`src/hcig_consts.svh`:
```
// constants of the host control, interrupt and port block
// assumes inclusion by bare name from the package and both ends
`ifndef HCIG_CONSTS_SVH
`define HCIG_CONSTS_SVH
// ****************************************
// bus addresses of the register groups
// ****************************************
`define HCIG_GRP_FUNC      8'he8
`define HCIG_GRP_CS_WR     8'he9
`define HCIG_GRP_IRQ_RD    8'hea
`define HCIG_GRP_RATE_RD   8'heb
`define HCIG_GRP_CS_RD     8'hec
`define HCIG_GRP_PC_RD     8'hed
// ****************************************
// command addresses and field positions
// ****************************************
`define HCIG_CMD_SYS       4'h0
`define HCIG_CMD_IRQ_EN    4'h8
`define HCIG_CMD_PORT_OUT  4'ha
`define HCIG_POS_PULSE     3
`define HCIG_POS_DOEN      1
`define HCIG_CHIP_ADDR     2'h0
`define HCIG_ADDR_BITS     5'h08
`define HCIG_DATA_BITS     5'h10
// ****************************************
// reset values
// ****************************************
`define HCIG_IRQ_EN_RST    8'h00
`define HCIG_PORT_OUT_RST  4'h0
`define HCIG_SYNC_RST      8'h08
// ****************************************
// timing
// ****************************************
`define HCIG_PULSE_HALVES  2'h2
`define HCIG_CLK_NS        5
`define HCIG_CL_PERIOD_NS  160
`define HCIG_CL_HALF_CYC   (`HCIG_CL_PERIOD_NS / (2 * `HCIG_CLK_NS))
// ****************************************
// host user registers
// ****************************************
`define HCIG_REG_ADDR      4'h0
`define HCIG_REG_WDATA     4'h1
`define HCIG_REG_GO        4'h2
`define HCIG_REG_STATUS    4'h3
`define HCIG_REG_RDATA     4'h4
`endif

```
`src/hcig_pkg.sv`:
```
// types shared by both ends of the host control link
// assumes hcig_consts.svh on the include path
package hcig_pkg;
    `include "hcig_consts.svh"
    typedef enum logic [1:0] {ST_ADDR, ST_WRITE, ST_READ, ST_SKIP} hcig_dev_state_t;
    typedef enum logic [2:0] {H_IDLE, H_ADDR, H_CE, H_DATA, H_END} hcig_host_state_t;
endpackage

```
`src/hcig_link_if.sv`:
```
// serial control link between host and device
// assumes the bench resolves nothing further; released data reads low
`timescale 1ns/1ps
interface hcig_link_if;
    logic cl;
    logic ce;
    logic di;
    logic do_out;
    logic do_oe;
    logic do_line;
    // ****************************************
    // resolved read-data wire
    // ****************************************
    assign do_line = do_oe ? do_out : 1'b0;
    modport dev  (input cl, input ce, input di, output do_out, output do_oe);
    modport host (output cl, output ce, output di, input do_line);
endinterface

```
`src/hcig_device.sv`:
```
// device end: serial register groups, interrupt combiner, parallel port
// assumes one sys_clk domain; link and port pins arrive asynchronously
//
// Summary of operation
// - direction pin high inputs, low outputs
// - command ten upper nibble drives the pins
// - host writes zeros in lower nibble
// - input pins captured into rate group bits
// - interrupt on lock or data info change
// - interrupt idles high, low on event
// - pulse half to one fs; level
// - per-source enables, output ORs enabled sources
// - sources one to four event kinds
// - sources five to eight event kinds
// - source data in upper byte of group
// - sources one and five read live
// - reading interrupt group clears pending
// - host keeps amplifier continuous for two, three
// - bus address selects register group
// - address always precedes data
// - read data is three-state driver
// - chip, reserved, command, then data bits
// - data released low, driven, released again
// - mode bit resets to level mode
`timescale 1ns/1ps
`include "hcig_consts.svh"
module hcig_device (
    // clock and reset
    input  wire logic        sys_clk,
    input  wire logic        rstn,
    // host link
    hcig_link_if.dev         link,
    // general-purpose port
    input  wire logic        port_direction_pin,
    input  wire logic [3:0]  gp_in,
    output logic      [3:0]  gp_out,
    output logic      [3:0]  gp_oe,
    // interrupt sources
    input  wire logic        lock_error_flag,
    input  wire logic        input_present,
    input  wire logic        rate_change_event,
    input  wire logic        chan_status_update,
    input  wire logic        nonaudio_flag,
    input  wire logic        burst_preamble_update,
    input  wire logic        slave_slip_event,
    input  wire logic        emphasis_flag,
    // rate data and word-clock half tick
    input  wire logic [11:0] rate_data,
    input  wire logic        fs_half_tick,
    // interrupt
    output logic             irq_n
);
    import hcig_pkg::*;

    // ****************************************
    // three-stage pin synchroniser
    // ****************************************
    logic [7:0]      raw;
    logic [7:0]      s1_reg;
    logic [7:0]      s2_reg;
    logic [7:0]      s3_reg;
    logic [7:0]      st_reg;
    logic [7:0]      st_next;
    logic [7:0]      agree;

    assign raw     = {gp_in, port_direction_pin, link.di, link.ce, link.cl};
    assign agree   = ~(s2_reg ^ s3_reg);
    assign st_next = (agree & s2_reg) | (~agree & st_reg);

    always_ff @(posedge sys_clk or negedge rstn) begin
        if (!rstn) begin
            s1_reg <= `HCIG_SYNC_RST;
            s2_reg <= `HCIG_SYNC_RST;
            s3_reg <= `HCIG_SYNC_RST;
            st_reg <= `HCIG_SYNC_RST;
        end else begin
            s1_reg <= raw;
            s2_reg <= s1_reg;
            s3_reg <= s2_reg;
            st_reg <= st_next;
        end
    end

    logic cl_rise;
    logic cl_fall;
    logic ce_rise;
    logic ce_fall;
    logic di_bit;
    logic dir_in;

    assign cl_rise = st_next[0] & ~st_reg[0];
    assign cl_fall = ~st_next[0] & st_reg[0];
    assign ce_rise = st_next[1] & ~st_reg[1];
    assign ce_fall = ~st_next[1] & st_reg[1];
    assign di_bit  = st_next[2];
    assign dir_in  = st_reg[3];

    // ****************************************
    // serial frame decoder
    // ****************************************
    hcig_dev_state_t state_reg;
    hcig_dev_state_t state_next;
    logic [4:0]      cnt_reg;
    logic [4:0]      cnt_next;
    logic [7:0]      addr_reg;
    logic [7:0]      addr_next;
    logic [15:0]     data_reg;
    logic [15:0]     data_next;
    logic [15:0]     out_reg;
    logic [15:0]     out_next;
    logic            oe_reg;
    logic            oe_next;
    logic            doen_reg;
    logic            pulse_mode_reg;
    logic [7:0]      irq_en_reg;
    logic [3:0]      port_out_reg;
    logic [3:0]      port_in_reg;
    logic [7:0]      pend_reg;
    logic [3:0]      lvl_reg;
    logic [1:0]      pulse_reg;
    logic [1:0]      pulse_next;

    logic            addr_done;
    logic            is_read_grp;
    logic            rd_hit;
    logic            irq_read;
    logic            wr_commit;
    logic [3:0]      cmd;
    logic [7:0]      val;
    logic [7:0]      src_view;
    logic [15:0]     read_word;

    assign addr_done   = cnt_reg == `HCIG_ADDR_BITS;
    assign is_read_grp = (addr_reg == `HCIG_GRP_IRQ_RD) || (addr_reg == `HCIG_GRP_RATE_RD)
                       || (addr_reg == `HCIG_GRP_CS_RD) || (addr_reg == `HCIG_GRP_PC_RD);
    assign rd_hit      = (state_reg == ST_ADDR) && ce_rise && addr_done && is_read_grp;
    assign irq_read    = rd_hit && (addr_reg == `HCIG_GRP_IRQ_RD);
    assign cmd         = data_reg[7:4];
    assign val         = data_reg[15:8];
    assign wr_commit   = (state_reg == ST_WRITE) && ce_fall && (cnt_reg == `HCIG_DATA_BITS)
                       && (data_reg[1:0] == `HCIG_CHIP_ADDR) && (data_reg[3:2] == 2'h0);
    assign src_view    = {pend_reg[7:5], nonaudio_flag, pend_reg[3:1], lock_error_flag};
    assign read_word   = (addr_reg == `HCIG_GRP_IRQ_RD)  ? {src_view, 8'h00} :
                         (addr_reg == `HCIG_GRP_RATE_RD) ? {rate_data, port_in_reg} :
                         16'h0000;

    always_comb begin
        state_next = state_reg;
        cnt_next   = cnt_reg;
        addr_next  = addr_reg;
        data_next  = data_reg;
        out_next   = out_reg;
        oe_next    = oe_reg;
        case (state_reg)
            ST_ADDR: begin
                if (cl_rise && !addr_done) begin
                    addr_next = {di_bit, addr_reg[7:1]};
                    cnt_next  = cnt_reg + 5'h01;
                end
                if (ce_rise) begin
                    cnt_next = 5'h00;
                    if (addr_done && addr_reg == `HCIG_GRP_FUNC) begin
                        state_next = ST_WRITE;
                    end else if (rd_hit) begin
                        state_next = ST_READ;
                        out_next   = read_word;
                        oe_next    = ~doen_reg;
                    end else begin
                        state_next = ST_SKIP;
                    end
                end
            end
            ST_WRITE: begin
                if (cl_rise && cnt_reg != `HCIG_DATA_BITS) begin
                    data_next = {di_bit, data_reg[15:1]};
                    cnt_next  = cnt_reg + 5'h01;
                end
                if (ce_fall) begin
                    state_next = ST_ADDR;
                    cnt_next   = 5'h00;
                end
            end
            ST_READ: begin
                if (cl_fall) begin
                    out_next = {1'b0, out_reg[15:1]};
                end
                if (ce_fall) begin
                    state_next = ST_ADDR;
                    oe_next    = 1'b0;
                end
            end
            ST_SKIP: begin
                if (ce_fall) begin
                    state_next = ST_ADDR;
                end
            end
            default: begin
                state_next = ST_ADDR;
                cnt_next   = 5'h00;
                oe_next    = 1'b0;
            end
        endcase
    end

    always_ff @(posedge sys_clk or negedge rstn) begin
        if (!rstn) begin
            state_reg <= ST_ADDR;
            cnt_reg   <= 5'h00;
            addr_reg  <= 8'h00;
            data_reg  <= 16'h0000;
            out_reg   <= 16'h0000;
            oe_reg    <= 1'b0;
        end else begin
            state_reg <= state_next;
            cnt_reg   <= cnt_next;
            addr_reg  <= addr_next;
            data_reg  <= data_next;
            out_reg   <= out_next;
            oe_reg    <= oe_next;
        end
    end

    // three-state read data
    assign link.do_out = out_reg[0];
    assign link.do_oe  = oe_reg;

    // ****************************************
    // command registers
    // ****************************************
    always_ff @(posedge sys_clk or negedge rstn) begin
        if (!rstn) begin
            irq_en_reg     <= `HCIG_IRQ_EN_RST;
            pulse_mode_reg <= 1'b0;
            doen_reg       <= 1'b0;
            port_out_reg   <= `HCIG_PORT_OUT_RST;
        end else if (wr_commit) begin
            if (cmd == `HCIG_CMD_IRQ_EN) begin
                irq_en_reg <= val;
            end
            if (cmd == `HCIG_CMD_PORT_OUT) begin
                port_out_reg <= val[7:4];
            end
            if (cmd == `HCIG_CMD_SYS) begin
                pulse_mode_reg <= val[`HCIG_POS_PULSE];
                doen_reg       <= val[`HCIG_POS_DOEN];
            end
        end
    end

    // ****************************************
    // general-purpose port
    // ****************************************
    assign gp_out = port_out_reg;
    assign gp_oe  = {4{~dir_in}};

    always_ff @(posedge sys_clk or negedge rstn) begin
        if (!rstn) begin
            port_in_reg <= 4'h0;
        end else if (dir_in) begin
            port_in_reg <= st_reg[7:4];
        end
    end

    // ****************************************
    // interrupt sources and output
    // ****************************************
    logic [3:0] lvl;
    logic [3:0] lvl_chg;
    logic [7:0] evt;
    logic [7:0] hit;
    logic [7:0] pend_next;

    assign lvl       = {emphasis_flag, nonaudio_flag, input_present, lock_error_flag};
    assign lvl_chg   = lvl ^ lvl_reg;
    assign evt       = {lvl_chg[3], slave_slip_event, burst_preamble_update, lvl_chg[2],
                        chan_status_update, rate_change_event, lvl_chg[1], lvl_chg[0]};
    assign hit       = evt & irq_en_reg;
    assign pend_next = hit | (pend_reg & ~{8{irq_read}});
    assign pulse_next = (|hit) ? `HCIG_PULSE_HALVES :
                        (fs_half_tick && pulse_reg != 2'h0) ? pulse_reg - 2'h1 : pulse_reg;

    always_ff @(posedge sys_clk or negedge rstn) begin
        if (!rstn) begin
            lvl_reg   <= 4'h0;
            pend_reg  <= 8'h00;
            pulse_reg <= 2'h0;
            irq_n     <= 1'b1;
        end else begin
            lvl_reg   <= lvl;
            pend_reg  <= pend_next;
            pulse_reg <= pulse_next;
            irq_n     <= pulse_mode_reg ? (pulse_next == 2'h0) : ~|pend_next;
        end
    end
endmodule // hcig_device

```
`src/flat_wrapper.sv`:
```
// flat-port wrapper written by rule: the top's interface ports become plain ports
module hcig_device_flat import hcig_pkg::*;
  (sys_clk, rstn, port_direction_pin, gp_in, gp_out, gp_oe, lock_error_flag, input_present, rate_change_event, chan_status_update, nonaudio_flag, burst_preamble_update, slave_slip_event, emphasis_flag, rate_data, fs_half_tick, irq_n, link_cl, link_ce, link_di, link_do_out, link_do_oe);
  hcig_link_if link_i ();
  input  wire logic sys_clk;
  input  wire logic rstn;
  input  wire logic port_direction_pin;
  input  wire logic [3:0] gp_in;
  output logic      [3:0] gp_out;
  output logic      [3:0] gp_oe;
  input  wire logic lock_error_flag;
  input  wire logic input_present;
  input  wire logic rate_change_event;
  input  wire logic chan_status_update;
  input  wire logic nonaudio_flag;
  input  wire logic burst_preamble_update;
  input  wire logic slave_slip_event;
  input  wire logic emphasis_flag;
  input  wire logic [11:0] rate_data;
  input  wire logic fs_half_tick;
  output logic irq_n;
  input wire logic [$bits(link_i.cl)-1:0] link_cl;
  input wire logic [$bits(link_i.ce)-1:0] link_ce;
  input wire logic [$bits(link_i.di)-1:0] link_di;
  output wire logic [$bits(link_i.do_out)-1:0] link_do_out;
  output wire logic [$bits(link_i.do_oe)-1:0] link_do_oe;
  assign link_i.cl = link_cl;
  assign link_i.ce = link_ce;
  assign link_i.di = link_di;
  assign link_do_out = link_i.do_out;
  assign link_do_oe = link_i.do_oe;
  hcig_device u_core (.sys_clk(sys_clk), .rstn(rstn), .link(link_i), .port_direction_pin(port_direction_pin), .gp_in(gp_in), .gp_out(gp_out), .gp_oe(gp_oe), .lock_error_flag(lock_error_flag), .input_present(input_present), .rate_change_event(rate_change_event), .chan_status_update(chan_status_update), .nonaudio_flag(nonaudio_flag), .burst_preamble_update(burst_preamble_update), .slave_slip_event(slave_slip_event), .emphasis_flag(emphasis_flag), .rate_data(rate_data), .fs_half_tick(fs_half_tick), .irq_n(irq_n));
endmodule
```
`config.mk`:
```
export PLATFORM = sky130hd
export DESIGN_NAME = hcig_device_flat
export DESIGN_NICKNAME = d
export VERILOG_FILES = /design/src/hcig_pkg.sv /design/src/hcig_link_if.sv /design/src/hcig_device.sv /design/src/flat_wrapper.sv
export VERILOG_INCLUDE_DIRS = /design/src
export SDC_FILE = /design/constraint.sdc
export NUM_CORES = 1
export LEC_CHECK = 0
export BUFFER_PORTS_ARGS = -buffer_cell sky130_fd_sc_hd__buf_2
export CORE_MARGIN = 3
export CORE_UTILIZATION = 35
export CTS_BUF_LIST = sky130_fd_sc_hd__clkbuf_16
export CTS_CLUSTER_SIZE = 14
export DETAILED_ROUTE_END_ITERATION = 6
export PLACE_DENSITY = 0.52
export SYNTH_ARGS = -nofsm -noshare
export SYNTH_HDL_FRONTEND = slang
export SYNTH_SLANG_ARGS = --single-unit
```
`constraint.sdc`:
```
create_clock -name sys_clk -period 3.17 [get_ports sys_clk]
set_clock_uncertainty 0.2 [all_clocks]
set_input_delay 0.951 -clock sys_clk [delete_from_list [all_inputs] [get_ports sys_clk]]
set_output_delay 0.951 -clock sys_clk [all_outputs]
set_load 0.02 [all_outputs]
```
---- Word-level counts from Yosys, hierarchy flattened ----
Index checks and enable logic that the tools add are counted.
storage, ports and cells
  logic and storage cells ................. 125
  input port bits ......................... 31
  register bits after elaboration ......... 113
operators by class
  add/sub/neg operators ................... 2
  bitwise logic cells ..................... 21
  mux-type cells .......................... 25
  equality and inequality tests ........... 21
  reductions and logical operators ........ 37
operators by type and width
  cell                                                    count
  2-to-1 mux 16 bit                                       6
  == test 8 bit (second input constant)                   5
  bitwise AND 8 bit                                       4
  case mux 16 bit (2 select lines)                        1
  inverter 8 bit                                          3
  2-to-1 mux 5 bit                                        4
  OR 8 bit                                                2
  OR reduction 8 bit                                      2
  logical AND 1 bit                                       12
  AND reduction 2 bit                                     6
  2-to-1 mux 2 bit                                        5
  inequality test 2 x 1 -> 1 bit (second input constant)  5
  case mux 5 bit (2 select lines)                         1
  AND reduction 5 bit                                     2
  == test 4 bit (second input constant)                   2
  zero test 2 bit                                         4
  bitwise XOR 8 bit                                       1
  2-to-1 mux 1 bit                                        6
  inequality test 3 x 2 -> 1 bit (second input constant)  2
  inverter 1 bit                                          6
  nonzero test 2 bit                                      3
  adder 5 x 1 -> 5 bit (second input constant)            1
  == test 5 x 4 -> 1 bit (second input constant)          1
  == test 5 bit (second input constant)                   1
  14 further kinds                                        21

---- Longest topological paths before layout ----
Gate-level depths: netlist of the first run.
  depth after elaboration ................. 16
  mapped depth ............................ 7
  mapped depth without buffers ............ 6

---- Worst setup path before layout of the first run ----
OpenSTA, ideal clock, no wires.
  path type ............................... register to output
  from .................................... reg (tool-made name)
  to ...................................... out gp_oe[1]
  cell stages (with the launch flop) ...... 4
  arrival ................................. 1077 ps
  path buffers ............................ 2
  slack ................................... 942 ps
  cells stage by stage .................... dfstp_2 clkbuf_1 inv_1 buf_4
RTL lines
  element    line                source
  to (decl)  flat_wrapper.sv:10  output logic [3:0] gp_oe;

==> impl_metrics.json, run 1 <==
{
  "p_leak_nw": 2.572,
  "clockBufferDepth": 2,
  "syn_nets": 359,
  "regToRegSetupSlack_ns": 0.78,
  "commonest_non_fill_non_tap_cell_in_the_layout": "sky130_fd_sc_hd__dfrtp_1",
  "grt_pass1_wl_mm": 13.88,
  "ys_top_cells_by_area": "sky130_fd_sc_hd__dfrtp_1 (58%), sky130_fd_sc_hd__mux2_2 (14%), sky130_fd_sc_hd__a22o_1 (3.0%), sky130_fd_sc_hd__dfstp_2 (2.8%), sky130_fd_sc_hd__mux2i_1 (2.4%)",
  "slew_headroom_pct": 60.77,
  "ctsRootBufferMaster": "sky130_fd_sc_hd__clkbuf_16",
  "post-route-drc-count": 0,
  "synthToLayoutAreaGrowth_pct": 18.80,
  "grt_use_total_pct": 12.52,
  "initial_core_util_pct": 36.27,
  "post_cts_resized": 0,
  "crit_chain": "inv_1 -> buf_2",
  "power_density_nw_per_um2": 694.0,
  "relative_contribution_of_sequential_cells_to_total_power_pct": 45.7,
  "die_height_um": 121.3,
  "cell_internal_pwr_mw": 2.800,
  "totalWireLength_mm": 8.251,
  "postSynth.asyncResetShare_pct": 100.0,
  "grt-ovfl-total": 0,
  "ys.warnings.count": 0,
  "final_hold_viol_count": 0,
  "fin_cells": 560,
  "final_net_count": 409,
  "use_met2_pct": 17.48,
  "clock.fmax_mhz": 415.6,
  "slowest_stage": "sky130_fd_sc_hd__dfstp_2",
  "syn_inst": 325,
  "placer_s_final_routability_congestion_estimate": 0.7445,
  "routedWlPerCell_um": 14.73,
  "cts-htree-levels": 4,
  "period_minus_slack_ns": 2.406,
  "report.final.setup_viol": 0,
  "number_of_antenna_violations_at_the_first_check_in_global_routing": 0,
  "synth-main-ff-cell": "sky130_fd_sc_hd__dfrtp_1",
  "design_power_total_mw": 3.836,
  "cts-buffers-inserted": 17,
  "setup-tns-final_ns": 0,
  "timing.critical_path.required_ns": 2.02,
  "grt_max_degree": 55,
  "crit_path_max_incr_delay_ns": 0.60,
  "cp_max_fo": 6,
  "yosys_top_cell_area_share_pct": 58.10,
  "rsz0062_at_grt": "no",
  "core_region_area_um2": 12820,
  "netlist.top_cell.by_area": "sky130_fd_sc_hd__dfrtp_1",
  "max-cap-violations": 0,
  "placed_cells": 528,
  "vdd_drop_max_v": 0.0004217,
  "die_area_um2": 14710,
  "post_cts_hold_buffer_count": 0,
  "drt-initial-drc-count": 201,
  "timing_max_transition_violations_final": 0,
  "dr.pass1.iters": 6,
  "syn_area_per_cell_um2": 14.31,
  "drtAntennaViolNets": 0,
  "tritoncts": "built",
  "nature_of_the_critical_path_endpoint": "primary output",
  "insertion_delay_ns": 0.41,
  "synth-edff-count": 0,
  "finalCritPeriodShare_pct": 75.91,
  "clock_power_share_pct": 40.4,
  "setup_ws_ns": 0.7636,
  "port_buffers": 41,
  "outcome": "finished clean",
  "timing.critical_path.from_type": "flop",
  "post-route-util_pct": 43.09,
  "dpl_worst_slack_ns": 0.7554,
  "total_via_count_after_detailed_routing": 2735,
  "worst_slew_pin_slew_ns": 0.5873,
  "layout-drive-gt1-share_pct": 36.34,
  "via_count_of_the_first_global_routing_pass": 2730,
  "clk_pin_slew_worst_paths_ns": 0.05,
  "criticalPathCategory": "flop to primary output",
  "detail_route.vias_per_cell": 4.884,
  "dp_hpwl_mm": 5.705,
  "switching_power_mw": 1.036,
  "pin_count": 42,
  "worstPathArrival_ns": 1.26,
  "met1_usage_pct": 16.60,
  "grt_busiest_layer": "met2",
  "yosys_register_bits": 113,
  "num_antenna_cells": 0,
  "ys_types": 51,
  "rows": 41,
  "synth.yosys.seq_area_share_pct": 60.92,
  "synthesis.area_um2": 4652,
  "min-delay-path-class": "flop to flop",
  "most-common-layout-cells": "sky130_fd_sc_hd__dfrtp_1 (108), sky130_fd_sc_hd__mux2_2 (59), sky130_fd_sc_hd__buf_2 (40)",
  "pwr-share-comb_pct": 13.9,
  "swShare_pct": 27.01,
  "clock_sinks": 113,
  "cts_setup_buffers": 0,
  "gr_met3_demand_resource_pct": 4.382,
  "floorplan.die.width_um": 121.3,
  "filler_cell_count": 1224
}
==> routing by layer <==
layer / wire length (µm) / vias up / part of all wire [%]
li1: - / 1303 / -
met1: 3923 / 1366 / 48
met2: 3730 / 47 / 45
met3: 364 / 19 / 4.4
met4: 233 / 0 / 2.8
met5: 0 / - / 0
==> cell type report <==
class | count | area [µm²] | area share [%]
clock inverter | 15 | 63.81 | 1.155
multi-input combinational | 187 | 1693 | 30.63
sequential | 113 | 2834 | 51.28
clock buffer | 17 | 425.4 | 7.698
tap | 172 | 215.2 | 3.894
timing repair buffer | 46 | 257.7 | 4.664
inverter | 10 | 37.54 | 0.6792
==> critical path: cells and delay by family, from the launching register on <==
kind	cells	cell delay (ns)
buffers and inverters	2	0.26
flip-flops	1	0.60
==> final timing paths <==
| check | start | end | cells past startpoint |
|---|---|---|---|
| max | flop | gp_oe[1] | 2 |
| min | u_core.s1_reg[5] | u_core.s2_reg[5] | 0 |
| max reg2reg | u_core.cnt_reg[0] | u_core.out_reg[8] | 6 |
| min reg2reg | u_core.s1_reg[5] | u_core.s2_reg[5] | 0 |
| max in group asynchronous | rstn | async pin | 2 |
| min in group asynchronous | rstn | u_core.pend_reg[3] | 1 |
==> logic make-up after synthesis <==
family / share of synthesized area [%]
AND/OR/NAND/NOR: 8.499
multiplexers: 16.65
AO/OA/AOI/OAI: 7.585
adder cells (fa/ha/maj): 2.528
buffers and inverters: 2.690
flip-flops: 60.92
XOR/XNOR: 1.130
==> power by group through the flow <==
stage | Clock (mW) | Sequential (mW) | Combinational [mW]
after floorplan | 0 | 1.71 | 0.443
after global placement | 0 | 1.77 | 0.524
after detailed placement | 0 | 1.78 | 0.535
after CTS | 1.60 | 1.75 | 0.538
after global routing | 1.67 | 1.78 | 0.606
final | 1.55 | 1.75 | 0.532
==> per-stage QoR <==
stage / hold slack (ns) / instance area (µm²)
after floorplan: 0.1312 / 4652
after global placement: 0.1334 / 5037
after detailed placement: 0.1347 / 5037
after CTS: 0.1463 / 5527
after global routing: 0.1481 / 5527
final: 0.1438 / 5527
==> cells in the mapped netlist, types with 2 or more instances <==
| library cell | n |
|---|---|
| sky130_fd_sc_hd__o211a_1 | 2 |
| sky130_fd_sc_hd__or3_1 | 3 |
| sky130_fd_sc_hd__nand2_1 | 14 |
| sky130_fd_sc_hd__nor3_1 | 2 |
| sky130_fd_sc_hd__mux2i_1 | 11 |
| sky130_fd_sc_hd__nand3_1 | 7 |
| sky130_fd_sc_hd__nand3b_1 | 3 |
| sky130_fd_sc_hd__a22o_1 | 16 |
| sky130_fd_sc_hd__o22ai_1 | 2 |
| sky130_fd_sc_hd__inv_1 | 10 |
| sky130_fd_sc_hd__nand4_1 | 2 |
| sky130_fd_sc_hd__buf_4 | 3 |
| sky130_fd_sc_hd__xor2_1 | 5 |
| sky130_fd_sc_hd__ha_1 | 3 |
| sky130_fd_sc_hd__and4bb_2 | 2 |
| sky130_fd_sc_hd__o31ai_1 | 8 |
| sky130_fd_sc_hd__o21ai_0 | 3 |
| sky130_fd_sc_hd__buf_2 | 4 |
| sky130_fd_sc_hd__a222oi_1 | 2 |
| sky130_fd_sc_hd__mux2_2 | 59 |
| sky130_fd_sc_hd__a2111oi_0 | 2 |
| sky130_fd_sc_hd__nor4_1 | 4 |
| sky130_fd_sc_hd__nand2b_1 | 3 |
| sky130_fd_sc_hd__nor2b_1 | 3 |
| sky130_fd_sc_hd__maj3_1 | 8 |
| sky130_fd_sc_hd__dfstp_2 | 5 |
| sky130_fd_sc_hd__buf_6 | 2 |
| sky130_fd_sc_hd__dfrtp_1 | 108 |
| sky130_fd_sc_hd__nor2_1 | 2 |
| sky130_fd_sc_hd__clkbuf_1 | 6 |
Note: power is estimated with default switching activity, not from simulation.
==> run 2: changes to the inputs <==
==> constraint.sdc (replaced) <==
create_clock -name sys_clk -period 2.4 [get_ports sys_clk]
set_clock_uncertainty 0.2 [all_clocks]
set_input_delay 0.72 -clock sys_clk [delete_from_list [all_inputs] [get_ports sys_clk]]
set_output_delay 0.72 -clock sys_clk [all_outputs]
set_load 0.02 [all_outputs]
==> impl_metrics.json, run 2 (synthesized netlist as in run 1, its figures left out) <==
{
  "synthToLayoutAreaGrowth_pct": 21.60,
  "drtAntennaViolNets": 0,
  "pin_count": 42,
  "setup-tns-final_ns": 0,
  "initial_core_util_pct": 36.27,
  "post-route-drc-count": 0,
  "most-common-layout-cells": "sky130_fd_sc_hd__dfrtp_1 (108), sky130_fd_sc_hd__mux2_2 (59), sky130_fd_sc_hd__buf_2 (40)",
  "power_density_nw_per_um2": 921.6,
  "post_cts_hold_buffer_count": 0,
  "relative_contribution_of_sequential_cells_to_total_power_pct": 44.1,
  "port_buffers": 41,
  "cts-buffers-inserted": 17,
  "cts_setup_buffers": 0,
  "slew_headroom_pct": 65.01,
  "nature_of_the_critical_path_endpoint": "flop",
  "ctsRootBufferMaster": "sky130_fd_sc_hd__clkbuf_16",
  "routedWlPerCell_um": 15.23,
  "grt_max_degree": 36,
  "rsz0062_at_grt": "no",
  "swShare_pct": 26.36,
  "timing_max_transition_violations_final": 0,
  "worstRegToRegCells": 7,
  "commonest_non_fill_non_tap_cell_in_the_layout": "sky130_fd_sc_hd__dfrtp_1",
  "cell_internal_pwr_mw": 3.839,
  "p_leak_nw": 2.647,
  "design_power_total_mw": 5.213,
  "detail_route.vias_per_cell": 4.845,
  "grt_use_total_pct": 13.03,
  "grt-ovfl-total": 0,
  "clockBufferDepth": 2,
  "clk_pin_slew_worst_paths_ns": 0.05,
  "regToRegSetupSlack_ns": 0.15,
  "criticalPathCategory": "flop to flop",
  "crit-reg2reg-capture": "u_core.out_reg[2]",
  "num_antenna_cells": 0,
  "clock_power_share_pct": 41.3,
  "finalCritPeriodShare_pct": 93.83,
  "floorplan.die.width_um": 121.3,
  "report.final.setup_viol": 0,
  "cts-htree-levels": 4,
  "post_cts_resized": 0,
  "insertion_delay_ns": 0.41,
  "outcome": "finished clean",
  "switching_power_mw": 1.375,
  "timing.critical_path.required_ns": 2.48,
  "via_count_of_the_first_global_routing_pass": 2933,
  "clock_sinks": 113,
  "drt-initial-drc-count": 187,
  "tritoncts": "built",
  "worst_slew_pin_slew_ns": 0.5248,
  "die_height_um": 121.3,
  "pwr-share-comb_pct": 14.6,
  "die_area_um2": 14710,
  "clock.fmax_mhz": 444.1,
  "worstPathArrival_ns": 2.33,
  "regToRegStartpoint": "u_core.cnt_reg[0]",
  "dr.pass1.iters": 5,
  "rows": 41,
  "final_hold_viol_count": 0,
  "core_region_area_um2": 12820,
  "grt_pass1_wl_mm": 14.80,
  "total_via_count_after_detailed_routing": 2757,
  "totalWireLength_mm": 8.664,
  "min-delay-path-class": "input port to async pin",
  "vdd_drop_max_v": 0.0005842,
  "max-cap-violations": 0,
  "number_of_antenna_violations_at_the_first_check_in_global_routing": 0,
  "cp_max_fo": 16,
  "placer_s_final_routability_congestion_estimate": 0.7027,
  "critical_path.startpoint": "u_core.cnt_reg[0]",
  "timing.critical_path.from_type": "flop",
  "period_minus_slack_ns": 2.252,
  "final_net_count": 418,
  "dp_hpwl_mm": 5.917,
  "layout-drive-gt1-share_pct": 38.29
}
==> run 2: cell types whose count changed in the layout (fill, tap and decap cells not counted), sizes merged <==
cell | previous run | this run
buf | 46 | 55
bufinv | 0 | 1
clkinvlp | 1 | 0
==> run 2: power by group through the flow <==
stage | combinational [mW] | clock, mW | sequential, mW
6_report | 0.760 | 2.15 | 2.30
3_3_place_gp | 0.747 | 0 | 2.33
2_1_floorplan | 0.586 | 0 | 2.26
5_1_grt | 0.864 | 2.31 | 2.34
4_1_cts | 0.773 | 2.23 | 2.30
3_5_place_dp | 0.771 | 0 | 2.33
==> run 2: metrics by stage <==
step | util, % | worst slack (ns) | cell area (µm²) | cells | hold slack (ns)
after CTS | 44.11 | 0.1231 | 5657 | 569 | 0.09902
after global placement | 40.10 | 0.1830 | 5142 | 537 | 0.1324
final | 44.11 | 0.1481 | 5657 | 569 | 0.09465
after floorplan | - | 0.2260 | 4652 | 325 | 0.1312
after detailed placement | 40.10 | 0.1445 | 5142 | 537 | 0.1347
after global routing | 44.11 | 0.02145 | 5657 | 569 | 0.1183
==> run 2: routing by layer <==
layer | part of all wire [%] | track usage, % | vias to the layer above
met1 | 48 | 17.39 | 1376
met3 | 4.0 | 4.615 | 12
met2 | 46 | 18.86 | 46
li1 | - | - | 1323
met4 | 2.1 | 6.232 | 0
met5 | 0 | 0 | -
==> run 2: critical path, stage by stage, from the launching register on <==
cell                       delay, ns
sky130_fd_sc_hd__dfrtp_1        0.39
sky130_fd_sc_hd__inv_1          0.09
sky130_fd_sc_hd__ha_1           0.16
sky130_fd_sc_hd__and4bb_2       0.29
sky130_fd_sc_hd__nand4_1        0.24
sky130_fd_sc_hd__o21ai_4        0.23
sky130_fd_sc_hd__buf_12         0.17
sky130_fd_sc_hd__mux2_2         0.34
==> run 2: final cells by class <==
type | count | area (µm²)
fillers | 1230 | 7168
multi-input cells | 187 | 1693
well taps | 172 | 215.2
inverters | 10 | 37.54
clock inverters | 15 | 88.84
flip-flops and latches | 113 | 2834
repair buffers | 55 | 362.8
clock buffers | 17 | 425.4
==> run 2: worst max-delay path by stage <==
stage                     endpoint  slack, ns
6_report         u_core.out_reg[2]       0.15
5_1_grt          u_core.out_reg[6]       0.02
4_1_cts          u_core.out_reg[2]       0.12
3_5_place_dp     u_core.out_reg[2]       0.14
3_3_place_gp     u_core.out_reg[9]       0.18
2_1_floorplan  u_core.data_reg[10]       0.23
